$ cat src/hdl/can_ctl_pkg.sv
// Constants for the CAN control, bit-timing and interrupt-flag block
// Overview of operation
// - Stop-in-idle set: timing engine freezes while system is idle
// - Busy status reads 1 while active, 0 only when fully disabled
// - Five-bit data compare count; 0 disables, 18 maximum, 19-31 invalid
// - Wake line filter enable routes bus activity through a filter for wake-up
// - Propagation, phase one, phase two fields: value plus one quanta
// - Phase two select: programmed length, else max of phase one and processing time
// - Automatic phase two (select clear) is never shorter than phase one
// - Triple sample enable: three samples at sample point, else one
// - Jump width is value plus one quanta, kept within phase two; the logic does not clamp it to phase two
// - Time quantum is two times (prescaler plus one) bus clocks
// - Timing register writes land only in configuration mode, code 100
// - Nine read/write interrupt enable bits in the upper half
// - Invalid message received sets its flag
// - System bus error sets the system error flag
// - System error flag ignores writes; cleared only by re-enabling the module
// - Mode change flag set when reported mode reaches requested mode
// - Timestamp timer overflow sets its flag
// - Wake activity, bus error, receive overflow each set their flag
// - Receive and transmit buffer flags follow pending requests
// - Mode codes: 000 normal, 001 disable, 010 loop, 011 listen, 100 config, 111 all
package can_ctl_pkg;
  // ********************
  // Register map
  // ********************
  localparam logic [7:0] OFS_CON = 8'h00;
  localparam logic [7:0] OFS_CFG = 8'h10;
  localparam logic [7:0] OFS_INT = 8'h20;
  // Control register fields
  localparam int DNC_LSB   = 0;
  localparam int BUSY_BIT  = 11;
  localparam int STOP_IN_IDLE_BIT = 13;
  localparam int ON_BIT    = 15;
  localparam int OPM_LSB   = 21;
  localparam int REQ_LSB   = 24;
  localparam logic [4:0] DNC_MAX = 5'h12;
  // Timing register fields
  localparam int BRP_LSB   = 0;
  localparam int SJW_LSB   = 6;
  localparam int PROP_LSB  = 8;
  localparam int PH1_LSB   = 11;
  localparam int SAM_BIT   = 14;
  localparam int PH2TS_BIT = 15;
  localparam int PH2_LSB   = 16;
  localparam int WFIL_BIT  = 22;
  localparam logic [31:0] CFG_MASK = 32'h0047_ffff;
  // Interrupt register fields
  localparam int IE_HI_LSB = 27;
  localparam int IE_LO_LSB = 16;
  localparam int IF_HI_LSB = 11;
  localparam int IF_LO_LSB = 0;
  // ********************
  // Operating modes
  // ********************
  localparam logic [2:0] MODE_NORMAL = 3'h0;
  localparam logic [2:0] MODE_DISABLE = 3'h1;
  localparam logic [2:0] MODE_LOOP = 3'h2;
  localparam logic [2:0] MODE_LISTEN = 3'h3;
  localparam logic [2:0] MODE_CONFIG = 3'h4;
  localparam logic [2:0] MODE_ALL = 3'h7;
  localparam logic [2:0] MODE_RESET = MODE_CONFIG;
  // ********************
  // Timing
  // ********************
  localparam int CLK_NS        = 20;
  localparam int WAKE_FILT_NS  = 200;
  localparam int WAKE_FILT_CYC = (WAKE_FILT_NS + CLK_NS - 1) / CLK_NS;
  localparam logic [2:0] IPT_CODE = 3'h1;  // Processing time, two quanta
endpackage : can_ctl_pkg

$ cat src/hdl/can_control_timing_irq.sv
// CAN control, bit-timing engine and interrupt flags behind a Wishbone slave
`timescale 1ns/10ps
module can_control_timing_irq
  import can_ctl_pkg::*;
#(
  parameter int FILT_CYC = WAKE_FILT_CYC
)
(
  input  wire logic        i_clk,
  input  wire logic        i_rst_n,
  input  wire logic        i_wb_cyc,
  input  wire logic        i_wb_stb,
  input  wire logic        i_wb_we,
  input  wire logic [7:0]  i_wb_adr,
  input  wire logic [3:0]  i_wb_sel,
  input  wire logic [31:0] i_wb_dat,
  output logic      [31:0] o_wb_dat,
  output logic             o_wb_ack,
  input  wire logic        i_can_rx,
  input  wire logic        i_sys_idle,
  input  wire logic        i_txn_active,
  input  wire logic        i_invalid_msg,
  input  wire logic        i_bus_error,
  input  wire logic        i_system_error,
  input  wire logic        i_rx_overflow,
  input  wire logic        i_timer_overflow,
  input  wire logic        i_rx_buffer_pending,
  input  wire logic        i_tx_buffer_pending,
  output logic             o_irq,
  output logic             o_tq_tick,
  output logic             o_sample_point,
  output logic             o_sample_bit,
  output logic             o_halted,
  output logic      [4:0]  o_data_compare_count
);

  // Filter counter is 8 bits wide
  if (FILT_CYC < 1 || FILT_CYC > 255)
  begin : g_bad_filt
    $error("FILT_CYC out of range");
  end

  // ********************
  // Declarations
  // ********************
  logic        ack_ff, nxt_ack;
  logic [31:0] rdat_ff, nxt_rdat;
  logic        on_ff, nxt_on, stop_in_idle_ff, nxt_stop_in_idle, busy_ff, nxt_busy;
  logic [4:0]  dnc_ff, nxt_dnc;
  logic [2:0]  req_ff, nxt_req, opm_ff, nxt_opm;
  logic [31:0] cfg_ff, nxt_cfg;
  logic [8:0]  ien_ff, nxt_ien;
  logic [6:0]  flg_ff, nxt_flg;
  logic        irq_ff, nxt_irq;
  logic        wr, rd_hit;
  logic [31:0] wmask, wcon, wcfg, wint;
  logic [31:0] mcon, mint;
  logic        re_enable;
  logic [8:0]  flags_all;
  // Timing engine
  logic [6:0]  pcnt_ff, nxt_pcnt;
  logic [4:0]  q_ff, nxt_q;
  logic [2:0]  ext_ff, nxt_ext;
  logic [2:0]  smp_ff, nxt_smp;
  logic        rxp_ff, nxt_rxp;
  logic        tick_ff, spt_ff, sbit_ff, halt_ff;
  logic        run, tick, spt, sbit;
  logic [2:0]  ph2_code;
  logic [4:0]  prop_q, ph1_q, ph2_q, sjw_q, sp_q, bit_q;
  // Wake filter
  logic [7:0]  fcnt_ff, nxt_fcnt;
  logic        frx_ff, nxt_frx, wrx_ff, nxt_wrx;
  logic        wake_ev, wrx_now;

  // ********************
  // Wishbone slave
  // ********************
  // Single-cycle-wait ack; unmapped offsets ack with zero data
  always_comb
  begin
    wr        = i_wb_cyc && i_wb_stb && !ack_ff && i_wb_we;
    wmask     = {{8{i_wb_sel[3]}}, {8{i_wb_sel[2]}}, {8{i_wb_sel[1]}}, {8{i_wb_sel[0]}}};
    nxt_ack   = i_wb_cyc && i_wb_stb && !ack_ff;
    rd_hit    = nxt_ack && !i_wb_we;
    wcon      = 32'h0;
    wcon[DNC_LSB +: 5]  = dnc_ff;
    wcon[BUSY_BIT]      = busy_ff;
    wcon[STOP_IN_IDLE_BIT]     = stop_in_idle_ff;
    wcon[ON_BIT]        = on_ff;
    wcon[OPM_LSB +: 3]  = opm_ff;
    wcon[REQ_LSB +: 3]  = req_ff;
    wcfg      = cfg_ff;
    wint      = 32'h0;
    wint[IE_HI_LSB +: 5] = ien_ff[8:4];
    wint[IE_LO_LSB +: 4] = ien_ff[3:0];
    wint[IF_HI_LSB +: 5] = flg_ff[6:2];
    wint[IF_LO_LSB +: 4] = {flg_ff[1:0], i_rx_buffer_pending, i_tx_buffer_pending};
    nxt_rdat  = 32'h0;
    if (rd_hit)
    begin
      case (i_wb_adr)
        OFS_CON: nxt_rdat = wcon;
        OFS_CFG: nxt_rdat = wcfg;
        OFS_INT: nxt_rdat = wint;
        default: nxt_rdat = 32'h0;
      endcase
    end
  end

  always_ff @(posedge i_clk)
  begin
    if (!i_rst_n)
    begin
      ack_ff  <= 1'b0;
      rdat_ff <= 32'h0;
    end
    else
    begin
      ack_ff  <= nxt_ack;
      rdat_ff <= nxt_rdat;
    end
  end

  // ********************
  // Control, mode and flag registers
  // ********************
  // Flags order: invalid, wake, bus err, sys err, rx ovf, mode, timer
  always_comb
  begin
    nxt_on    = on_ff;
    nxt_stop_in_idle = stop_in_idle_ff;
    nxt_dnc   = dnc_ff;
    nxt_req   = req_ff;
    nxt_opm   = opm_ff;
    nxt_cfg   = cfg_ff;
    nxt_ien   = ien_ff;
    nxt_flg   = flg_ff;
    re_enable = 1'b0;
    // Merged write values kept apart from the read-back words
    mcon      = (wcon & ~wmask) | (i_wb_dat & wmask);
    mint      = (wint & ~wmask) | (i_wb_dat & wmask);
    if (wr && i_wb_adr == OFS_CON)
    begin
      nxt_on    = mcon[ON_BIT];
      re_enable = mcon[ON_BIT] && !on_ff;
      nxt_stop_in_idle = mcon[STOP_IN_IDLE_BIT];
      if (mcon[DNC_LSB +: 5] <= DNC_MAX)
        nxt_dnc = mcon[DNC_LSB +: 5];
      if (mcon[REQ_LSB +: 3] != 3'h5 && mcon[REQ_LSB +: 3] != 3'h6)
        nxt_req = mcon[REQ_LSB +: 3];
    end
    if (wr && i_wb_adr == OFS_CFG && opm_ff == MODE_CONFIG)
      nxt_cfg = ((cfg_ff & ~wmask) | (i_wb_dat & wmask)) & CFG_MASK;
    if (wr && i_wb_adr == OFS_INT)
    begin
      nxt_ien = {mint[IE_HI_LSB +: 5], mint[IE_LO_LSB +: 4]};
      nxt_flg = {mint[IF_HI_LSB +: 5], mint[IF_LO_LSB + 2 +: 2]};
      nxt_flg[3] = flg_ff[3];
    end
    if (re_enable)
      nxt_flg[3] = 1'b0;
    // Mode switch waits for the current transaction to finish
    if (on_ff && req_ff != opm_ff && !i_txn_active)
    begin
      nxt_opm    = req_ff;
      nxt_flg[1] = 1'b1;
    end
    // Hardware sets win over software clears
    if (i_invalid_msg)    nxt_flg[6] = 1'b1;
    if (wake_ev)          nxt_flg[5] = 1'b1;
    if (i_bus_error)      nxt_flg[4] = 1'b1;
    if (i_system_error)   nxt_flg[3] = 1'b1;
    if (i_rx_overflow)    nxt_flg[2] = 1'b1;
    if (i_timer_overflow) nxt_flg[0] = 1'b1;
    // Busy holds until enable is off and traffic has drained
    nxt_busy  = on_ff || i_txn_active;
    flags_all = {flg_ff[6:1], flg_ff[0], i_rx_buffer_pending, i_tx_buffer_pending};
    nxt_irq   = |(flags_all & ien_ff);
  end

  always_ff @(posedge i_clk)
  begin
    if (!i_rst_n)
    begin
      on_ff    <= 1'b0;
      stop_in_idle_ff <= 1'b0;
      busy_ff  <= 1'b0;
      dnc_ff   <= 5'h0;
      req_ff   <= MODE_RESET;
      opm_ff   <= MODE_RESET;
      cfg_ff   <= 32'h0;
      ien_ff   <= 9'h0;
      flg_ff   <= 7'h0;
      irq_ff   <= 1'b0;
    end
    else
    begin
      on_ff    <= nxt_on;
      stop_in_idle_ff <= nxt_stop_in_idle;
      busy_ff  <= nxt_busy;
      dnc_ff   <= nxt_dnc;
      req_ff   <= nxt_req;
      opm_ff   <= nxt_opm;
      cfg_ff   <= nxt_cfg;
      ien_ff   <= nxt_ien;
      flg_ff   <= nxt_flg;
      irq_ff   <= nxt_irq;
    end
  end

  // ********************
  // Wake line filter
  // ********************
  // Glitches shorter than the filter time never reach wake detect
  always_comb
  begin
    nxt_fcnt = fcnt_ff;
    nxt_frx  = frx_ff;
    if (i_can_rx == frx_ff)
      nxt_fcnt = 8'h0;
    else if (fcnt_ff == 8'(FILT_CYC - 1))
    begin
      nxt_frx  = i_can_rx;
      nxt_fcnt = 8'h0;
    end
    else
      nxt_fcnt = fcnt_ff + 8'h1;
    wrx_now = cfg_ff[WFIL_BIT] ? frx_ff : i_can_rx;
    nxt_wrx = wrx_now;
    wake_ev = wrx_ff && !wrx_now && opm_ff == MODE_DISABLE;
  end

  always_ff @(posedge i_clk)
  begin
    if (!i_rst_n)
    begin
      fcnt_ff <= 8'h0;
      frx_ff  <= 1'b1;
      wrx_ff  <= 1'b1;
    end
    else
    begin
      fcnt_ff <= nxt_fcnt;
      frx_ff  <= nxt_frx;
      wrx_ff  <= nxt_wrx;
    end
  end

  // ********************
  // Bit timing engine
  // ********************
  // Quantum divider, segment counter and edge resync
  always_comb
  begin
    run      = on_ff && !(stop_in_idle_ff && i_sys_idle)
               && opm_ff != MODE_CONFIG && opm_ff != MODE_DISABLE;
    tick     = run && pcnt_ff == {cfg_ff[BRP_LSB +: 6], 1'b1};
    nxt_pcnt = (!run || tick) ? 7'h0 : pcnt_ff + 7'h1;
    // Auto phase two: larger of phase one and processing time
    if (cfg_ff[PH2TS_BIT])
      ph2_code = cfg_ff[PH2_LSB +: 3];
    else if (cfg_ff[PH1_LSB +: 3] > IPT_CODE)
      ph2_code = cfg_ff[PH1_LSB +: 3];
    else
      ph2_code = IPT_CODE;
    prop_q = {2'b0, cfg_ff[PROP_LSB +: 3]} + 5'h1;
    ph1_q  = {2'b0, cfg_ff[PH1_LSB +: 3]} + 5'h1;
    ph2_q  = {2'b0, ph2_code} + 5'h1;
    sjw_q  = {3'b0, cfg_ff[SJW_LSB +: 2]} + 5'h1;
    sp_q   = 5'h1 + prop_q + ph1_q + {2'b0, ext_ff};
    bit_q  = sp_q + ph2_q;
    spt    = tick && q_ff == sp_q - 5'h1;
    nxt_smp = tick ? {smp_ff[1:0], i_can_rx} : smp_ff;
    // Majority of three quanta, or the current one only
    if (cfg_ff[SAM_BIT])
      sbit = (smp_ff[1] & smp_ff[0]) | (smp_ff[1] & i_can_rx) | (smp_ff[0] & i_can_rx);
    else
      sbit = i_can_rx;
    nxt_rxp = tick ? i_can_rx : rxp_ff;
    nxt_q   = q_ff;
    nxt_ext = ext_ff;
    if (!run)
    begin
      nxt_q   = 5'h0;
      nxt_ext = 3'h0;
    end
    else if (tick)
    begin
      if (q_ff >= bit_q - 5'h1)
      begin
        nxt_q   = 5'h0;
        nxt_ext = 3'h0;
      end
      else
        nxt_q = q_ff + 5'h1;
      // Falling edge outside sync: late lengthens, early shortens
      if (rxp_ff && !i_can_rx && q_ff != 5'h0)
      begin
        if (q_ff < sp_q && ext_ff == 3'h0)
          nxt_ext = (q_ff < sjw_q) ? q_ff[2:0] : sjw_q[2:0];
        else if (q_ff >= sp_q && bit_q - 5'h1 - q_ff < sjw_q)
        begin
          nxt_q   = 5'h0;
          nxt_ext = 3'h0;
        end
      end
    end
  end

  always_ff @(posedge i_clk)
  begin
    if (!i_rst_n)
    begin
      pcnt_ff <= 7'h0;
      q_ff    <= 5'h0;
      ext_ff  <= 3'h0;
      smp_ff  <= 3'h7;
      rxp_ff  <= 1'b1;
      tick_ff <= 1'b0;
      spt_ff  <= 1'b0;
      sbit_ff <= 1'b1;
      halt_ff <= 1'b0;
    end
    else
    begin
      pcnt_ff <= nxt_pcnt;
      q_ff    <= nxt_q;
      ext_ff  <= nxt_ext;
      smp_ff  <= nxt_smp;
      rxp_ff  <= nxt_rxp;
      tick_ff <= tick;
      spt_ff  <= spt;
      sbit_ff <= spt ? sbit : sbit_ff;
      halt_ff <= on_ff && stop_in_idle_ff && i_sys_idle;
    end
  end

  // Outputs straight from flops
  assign o_wb_ack             = ack_ff;
  assign o_wb_dat             = rdat_ff;
  assign o_irq                = irq_ff;
  assign o_tq_tick            = tick_ff;
  assign o_sample_point       = spt_ff;
  assign o_sample_bit         = sbit_ff;
  assign o_halted             = halt_ff;
  assign o_data_compare_count = dnc_ff;
endmodule : can_control_timing_irq

$ cat config.mk
export PLATFORM = sky130hd
export DESIGN_NAME = can_control_timing_irq
export DESIGN_NICKNAME = d
export VERILOG_FILES = /design/src/hdl/can_ctl_pkg.sv /design/src/hdl/can_control_timing_irq.sv
export SDC_FILE = /design/constraint.sdc
export NUM_CORES = 1
export LEC_CHECK = 0
export ABC_AREA = 0
export BUFFER_PORTS_ARGS = -buffer_cell sky130_fd_sc_hd__buf_2
export CORE_MARGIN = 1.5
export CORE_UTILIZATION = 55
export CTS_CLUSTER_SIZE = 10
export DETAILED_ROUTE_END_ITERATION = 6
export HOLD_SLACK_MARGIN = 0.02
export PLACE_DENSITY_LB_ADDON = 0.1
export SLEW_MARGIN = 20
export SYNTH_ARGS = -nofsm -noshare
export SYNTH_HDL_FRONTEND = slang
export SYNTH_SLANG_ARGS = --single-unit
export TNS_END_PERCENT = 5
$ cat constraint.sdc
create_clock -name i_clk -period 13 [get_ports i_clk]
set_clock_uncertainty 0.05 [all_clocks]
set_input_delay 2.6 -clock i_clk [delete_from_list [all_inputs] [get_ports i_clk]]
set_output_delay 2.6 -clock i_clk [all_outputs]
set_load 0.01 [all_outputs]
# Word level (Yosys, flattened, before mapping)
# Cells that the tools add are included.
[totals]
ff_bits = 116
latch_bits = 0
mem_bits_rw = 0
mem_bits_ro = 0
in_bits = 59
output_inout_bits = 43
word_cells = 158
n_memories = 0
[classes]
n_addsub = 14
multipliers = 0
div = 0
magnitude_cmp = 7
eq_ne = 13
shift = 0
n_mux = 24
n_bitwise = 16
n_reduce_logical = 54
[ops]
columns = ["operator", "n"]
rows = [
  ["$pmux 32 s3", 1],
  ["$and 32x32->32", 2],
  ["$not 32->32", 1],
  ["$or 32x32->32", 1],
  ["$and 27x27->27", 1],
  ["$or 27x27->27", 1],
  ["$logic_and 1x1->1", 26],
  ["$and 23x23->23", 1],
  ["$or 23x23->23", 1],
  ["$mux 3", 7],
  ["$mux 5", 4],
  ["$reduce_bool 2->1", 7],
  ["$add 3x1->4 const B", 3],
  ["$mux 1", 11],
  ["$add 5x4->5", 2],
  ["$ge 5x5->1", 2],
  ["$lt 5x3->1", 2],
  ["$reduce_and 2->1", 5],
  ["$sub 5x1->5 const B", 2],
  ["$and 9x9->9", 1],
  ["$ne 3x3->1 const B", 3],
  ["$reduce_or 9->1", 1],
  ["$add 8x1->8 const B", 1],
  ["$eq 8x4->1 const B", 1],
  ["29 further kinds", 41],
]

# Depth between registers and ports, before layout
# Gate-level depths: netlist (run 1).
[depth]
depth_word = 12
ltp_mapped = 17
mapped_depth_nobuf = 17

# Least setup slack after synthesis (run 1)
# No wires, ideal clock.
[synth_path]
path_kind = "flip-flop to flip-flop"
from = "reg (tool-made name)"
to = "reg q_ff[0]"
setup_ns = 0.121
arrival_time_ns = 4.261
required_ns = 12.829
setup_slack_ns = 8.569
stages_incl_launch_ff = 18
path_buffers = 0
synth_period_minus_slack_ns = 4.431
cell_sequence = "dfxtp_1 > inv_1 > ha_1 > inv_1 > fa_1 > ha_1 > fa_1 > ha_1 > xnor2_1 > ha_1 > xnor2_1 > ha_1 > o21ai_0 > nor2_1 > or4b_1 > a211o_1 > o21ai_2 > nor2_1"
[synth_lines]
columns = ["item", "line", "rtl"]
rows = [
  ["to (signal assigned)", "can_control_timing_irq.sv:327", "q_ff <= nxt_q;"],
  ["to (decl)", "can_control_timing_irq.sv:62", "logic [4:0] q_ff, nxt_q;"],
]

==> results of run 1 <==
## critical path: stages (launching register included)
cell	delay, ns
dfxtp_1	0.40
inv_1	0.10
ha_1	0.29
inv_1	0.05
fa_1	0.46
ha_1	0.24
fa_1	0.63
ha_1	0.31
xnor2_1	0.21
ha_1	0.31
xnor2_1	0.15
ha_1	0.29
o21ai_0	0.07
nor2_1	0.06
or4b_1	0.51
a211o_1	0.36
o21ai_2	0.29
nor2_1	0.09
## per-layer routing
layer,vias to the layer above,wire (µm),GRT usage [%]
met5,-,0,0
met4,0,230,8.85
met3,21,863,6.43
met2,150,6270,43.4
met1,2056,5610,32.0
li1,2249,-,-
## power by group through the flow
stage / registers, µW / clock network, µW / logic (µW)
2_1_floorplan: 360 / 0 / 10.6
3_3_place_gp: 360 / 0 / 24.5
3_5_place_dp: 360 / 0 / 24.8
4_1_cts: 353 / 508 / 25.2
5_1_grt: 353 / 526 / 27.5
6_report: 353 / 504 / 25.2
## cells by family after synthesis
group,count (synthesis)
AOI/OAI and AO/OA,84
xor gates and xnor gates,39
adders and majority gates,36
buffers and inverters,58
DFF,114
muxes,50
other,1
and+or+nand+nor,220
## layout make-up
type / instances / area, µm²
clock buffers: 20 / 445
clock inverters: 12 / 204
inverters: 40 / 150
repair buffers: 100 / 508
well taps: 133 / 166
flip-flops and latches: 114 / 2280
fillers: 785 / 2990
multi-input cells: 430 / 2900
## worst min path at each step
stage	to	slack, ns	cells past startpoint
after floorplan	pcnt_ff[0]$_SDFF_PP0_	0.38	1
after global placement	o_wb_ack$_SDFF_PN0_	0.39	1
after detailed placement	o_wb_ack$_SDFF_PN0_	0.39	1
after CTS	o_wb_ack$_SDFF_PN0_	0.40	1
after global routing	o_wb_ack$_SDFF_PN0_	0.41	1
final	o_wb_ack$_SDFF_PN0_	0.40	1
## metrics by stage
stage	utilization [%]	total power, µW
2_1_floorplan	-	371
3_3_place_gp	62.3	385
3_5_place_dp	62.3	385
4_1_cts	69.0	886
5_1_grt	69.0	907
6_report	69.0	882
## Yosys cell counts (all sizes together), types with 2 or more instances
library cell    n  area share, %
xor2           12            1.9
a21oi          39            3.6
or2             2           0.23
o22ai           3           0.35
a22oi           7           0.97
nor2b           7           0.81
a31oi           4           0.46
o21ai          14            1.4
nand2b          8            1.1
and4            2           0.32
fa              5            1.9
nand3          27            2.5
xnor2          27            4.4
nand4           5           0.58
and2           20            2.3
dfxtp         114             42
nand2          36            2.5
nor2           87            6.0
nor4            2           0.23
nor3b           2           0.28
o31ai           2           0.28
a21o            5           0.72
ha             31            7.2
buf             5           0.60
and3            3           0.35
clkbuf         13           0.90
mux2i          49            9.1
nor3           13            1.2
inv            40            2.8
a211o           3           0.49
==> summary.md, run 1 <==
| Metric | Value |
|---|---|
| Largest net degree at the start of global routing | 52 |
| First-pass GRT wire length | 20400 µm |
| CTS Sinks | ~110 |
| DR DRC count | 0 |
| Flop pwr share | between 40% and 50% |
| Fin crit period | about 5.0 ns |
| CP required | ~13 ns |
| Mapped Avg Cell Area | about 9 µm² |
| Port bufs | a little under 100 |
| Most frequent cells in the layout | dfxtp_1 (114), buf_2 (97), nor2_1 (87), mux2i_1 (49) |
| Peak supply drop | around 0.095 mV |
| Crit share post-route | approximately two fifths |
| Crit path max fanout | 5 |
| Die span in y | about 100 µm |
| Drt first pass iters | 5 |
| Leakage | ~0.0029 µW |
| DIE AREA | about 0.010 mm² |
| Synthesized instance count | around 600 |
| Synth async-reset ratio | 0% |
| Htree depth | 4 |
| Post-DP HPWL | 9460 µm |
| Max-slew violations | 0 |
| RR Endpoint | q_ff[1]$_SDFFE_PN0P_ |
| Hold_buf cts | 0 |
| #FFs+latches synth | 114 |
| Postcts setup bufs | 0 |
| Sequential fraction of the synthesis area | ~42% |
| GPL Wtd Cong | ~0.9 |
| Core Region | 0.00964 mm² |
| Comb pwr share | 2.9% |
| Worst Path Arrival | 5.38 ns |
| Fmax achieved | approximately 200 MHz |
| Setup_tns | 0 ns |
| Non-Filler Instances | 849 |
| Layout cells sized above 1 | 19.6% |
| Internal Power | 703 µW |
| Reg2reg setup slack | roughly 8 ns |
| Vias in the first global route | 4182 |
| Setup CP Type | reg -> reg |
| Post-layout net count | 798 |
| Status | completed |
| Io pins | between 100 and 150 |
| Critical path capture point | q_ff[1]$_SDFFE_PN0P_ |
| CTS root buffer | clkbuf_8 |
| Gr usage total | 25.7% |
| Synth Area in Compound Gates | 9.41% |
| Synth Cell Area | between 0.005 and 0.006 mm² |
| Total congestion overflow | 0 |
| Mux share of post-synthesis cell area | ~9.3% |
| Slew HR | 42.0% |
| Hold Startpoint | o_wb_ack$_SDFF_PN0_ |
| Via Count | ~4.5k |
| Chip width | roughly 100 µm |
| Initial Util | between 50% and 60% |
| Diode count | 0 |
| CP endpoint kind | flop |
| Initial antenna violation count | 0 |
| Most common cell after layout, fill and taps aside | dfxtp_1 |
| Final std cell area, no fill | between 0.006 and 0.007 mm² |
| R2R cell count | 17 |
| CTS tree | yes |
| Worst-margin pin slew | 0.867 ns |
| Mapped Nets | roughly 700 |
| Wire per inst | approximately 15 µm |
| Setup crit start kind | flop |
| # rows | 36 |
| Clock power share | 57.1% |
| Synth Area in Simple Gates | roughly a fifth |
| Clk buf depth | 2 |
| Synth Area in XOR/XNOR | 6.32% |
| Psw | roughly 180 µW |
| Synth warn | 0 |
| Post-route setup slack | 7.97 ns |
| Dpl cell area | roughly 0.0060 mm² |
| Iteration-0 DRC Markers | 157 |
| Post-Synth Adder-Cell Area | a little under a tenth |
| # setup viols final | 0 |
| Sw Ratio | between 20% and 30% |
| CTS clk-pin slew, worst paths | ~0.060 ns |
| ANT nets after route | 0 |
| Placed cells | 817 |
| Drt total wl | about 13000 µm |
| HP Class | reg -> reg |
| Clk_lat worst skew | roughly 0.51 ns |
| Main synth FF type | dfxtp_1 |
| Final Hold Vio Count | 0 |
| Pre-CTS WS | around 8 ns |
| Area delta synth->final | 23.0% |
| Via-to-Cell Ratio | around 5.3 |
| Main combinational cell family by area after synthesis | simple AND/OR/NAND/NOR gates |
| Number of CTS-inserted buffers | 17 |
| WHS | just under 0.4 ns |
| RSZ-0062 raised after global routing | false |
| Max-cap violation count | 0 |
| Pwr/cell area | about 130 mW/mm² |
| EDFF count, synth | 0 |
| Count of different cell masters after synthesis | 52 |
| Post-cts sizing count | 0 |
No activity file was read; power rests on OpenSTA's default activity.
==> run 2, diff against run 1 <==
clock period = 4.72 ns   (was 13 ns; I/O delays follow)
==> run 2 against run 1 <==
Via count increased by 1.3%. Sequential power increased to 2.8 times the previous value. Worst hold slack improved by 0.016 ns. Maximum frequency increased by 10%. First-iteration DRC count increased by 15%. Sequential share of layout area increased by 0.21 points. Worst setup slack got worse by 7.8 ns. Die area unchanged. Flip-flop and latch count unchanged. Final cell count decreased by 0.12%.
==> summary.md, run 2 (synthesized netlist as in run 1, its figures left out) <==
| Metric | Value |
|---|---|
| Max-cap violation count | 0 |
| Diode count | 0 |
| Psw | 471 µW |
| Layout cells sized above 1 | between 20% and 30% |
| Postcts setup bufs | 0 |
| Leakage | 0.00285 µW |
| Dpl cell area | ~0.0060 mm² |
| Final std cell area, no fill | around 0.0066 mm² |
| Max-slew violations | 0 |
| Area delta synth->final | 22.2% |
| Crit-path max cell delay | ~0.57 ns |
| Initial antenna violation count | 0 |
| Gr usage total | 25.5% |
| Final Hold Vio Count | 0 |
| Pwr/cell area | 328 mW/mm² |
| Post-layout net count | 800 |
| First-pass GRT wire length | slightly above 20000 µm |
| Fin crit period | 4.56 ns |
| Chip width | 102 µm |
| Post-DP HPWL | 9630 µm |
| Pre-CTS WS | approximately 0.042 ns |
| Setup CP Type | reg -> reg |
| Hold Startpoint | fcnt_ff[0]$_SDFF_PP0_ |
| Fmax achieved | 219 MHz |
| Crit share post-route | a little over nine tenths |
| Drt total wl | between 10000 and 15000 µm |
| Drt first pass iters | 5 |
| CP endpoint kind | flop |
| Via-to-Cell Ratio | 5.35 |
| Die span in y | roughly 100 µm |
| # setup viols final | 0 |
| Initial Util | 56.1% |
| Comb pwr share | ~3.2% |
| Status | completed |
| WHS | 0.412 ns |
| Most frequent CP cell | ha_4 |
| Flop pwr share | approximately 45% |
| Slew HR | between 40% and 50% |
| DR DRC count | 0 |
| Most frequent cells in the layout | dfxtp_1 (114), buf_2 (97), nor2_1 (87), mux2i_1 (49), a21oi_1 (39) |
| CTS Sinks | approximately 110 |
| GPL Wtd Cong | approximately 0.90 |
| Iteration-0 DRC Markers | 180 |
| ANT nets after route | 0 |
| Worst Path Arrival | 4.90 ns |
| HP Class | reg -> reg |
| Number of CTS-inserted buffers | 17 |
| Clk_lat worst skew | 0.51 ns |
| Wire per inst | about 15 µm |
| Share of the core filled with cells | approximately 70% |
| Largest net degree at the start of global routing | 51 |
| Clock power share | between 50% and 60% |
| Core Region | between 0.009 and 0.01 mm² |
| Peak supply drop | about 0.21 mV |
| Setup_tns | 0 ns |
| CP required | slightly above 5 ns |
| Via Count | between 4k and 5k |
| CP max stage cell | fa_2 |
| Crit path max fanout | 5 |
| Io pins | ~100 |
| Hold_buf cts | 0 |
| Crit-path cells | inv_1 -> ha_1 -> inv_1 -> fa_1 -> ha_4 -> fa_2 -> ha_4 -> xnor2_2 -> ha_4 -> xnor2_1 -> ha_1 -> o21ai_0 -> nor2_1 -> or4b_1 -> a211o_4 -> o21ai_4 -> nor2_1 |
| Vias in the first global route | 4284 |
| Internal Power | between 1500 and 2000 µW |
| Port bufs | 97 |
| Worst-margin pin slew | between 0.8 and 0.9 ns |
| Post-route setup slack | approximately 0.16 ns |
| Total congestion overflow | 0 |
| CTS root buffer | clkbuf_8 |
| Clk buf depth | 2 |
| Htree depth | 4 |
| # rows | 36 |
| CTS clk-pin slew, worst paths | around 0.060 ns |
| Sw Ratio | between 20 and 25% |
| DIE AREA | roughly 0.010 mm² |
| Most common cell after layout, fill and taps aside | dfxtp_1 |
| Setup crit start kind | flop |
| CTS tree | yes |
-- run 2: metrics by stage --
step	total power, µW	std cells
after floorplan	1020	602
after CTS	2180	848
after global placement	1060	819
after detailed placement	1060	819
after global routing	2230	848
final	2170	848
-- run 2: power groups by stage --
stage                     clock network, µW  registers (µW)  logic, µW
final                                  1120             973       69.9
after floorplan                           0             992       29.3
after global placement                    0             993       67.3
after global routing                   1180             973       76.0
after CTS                              1130             972       69.4
after detailed placement                  0             993       68.6
-- run 2: path summary, 6_finish.rpt --
check / to / slack (ns) / cells after the start
max: q_ff[3]$_SDFFE_PN0P_ / 0.16 / 17
min: fcnt_ff[0]$_SDFF_PP0_ / 0.41 / 1
max reg2reg: q_ff[3]$_SDFFE_PN0P_ / 0.16 / 17
min reg2reg: fcnt_ff[0]$_SDFF_PP0_ / 0.41 / 1
-- run 2: critical path, delay by kind of cell (launching register included) --
kind / cells / cell delay (ns)
fa+ha+maj: 7 / 2.29
flops: 1 / 0.35
buf+inv: 2 / 0.13
simple gates: 3 / 0.66
compound gates: 3 / 0.63
xor+xnor: 2 / 0.31
-- run 2: area by class of cell --
| cell class | instances | area, µm² |
|---|---|---|
| Clock buffer | 19 | 432 |
| Clock inverter | 10 | 90.1 |
| Fill cell | 805 | 3030 |
| Inverter | 40 | 150 |
| Multi-Input combinational cell | 430 | 2970 |
| Sequential cell | 114 | 2280 |
| Tap cell | 133 | 166 |
| Timing Repair Buffer | 102 | 523 |
-- run 2: repair_timing --
item                       4_1_cts  5_1_grt
setup endpoints to repair        4        8
pin swaps                        0        2
gates resized for setup          1       10
-- run 2: per-layer routing --
metal	global-route usage, %	share of wire [%]	wire, µm	vias to the layer above
met5	0	0	0	-
met3	4.72	5.8	738	23
met4	11.4	2.2	278	0
li1	-	-	-	2246
met1	33.2	44	5640	2113
met2	41.5	48	6170	153
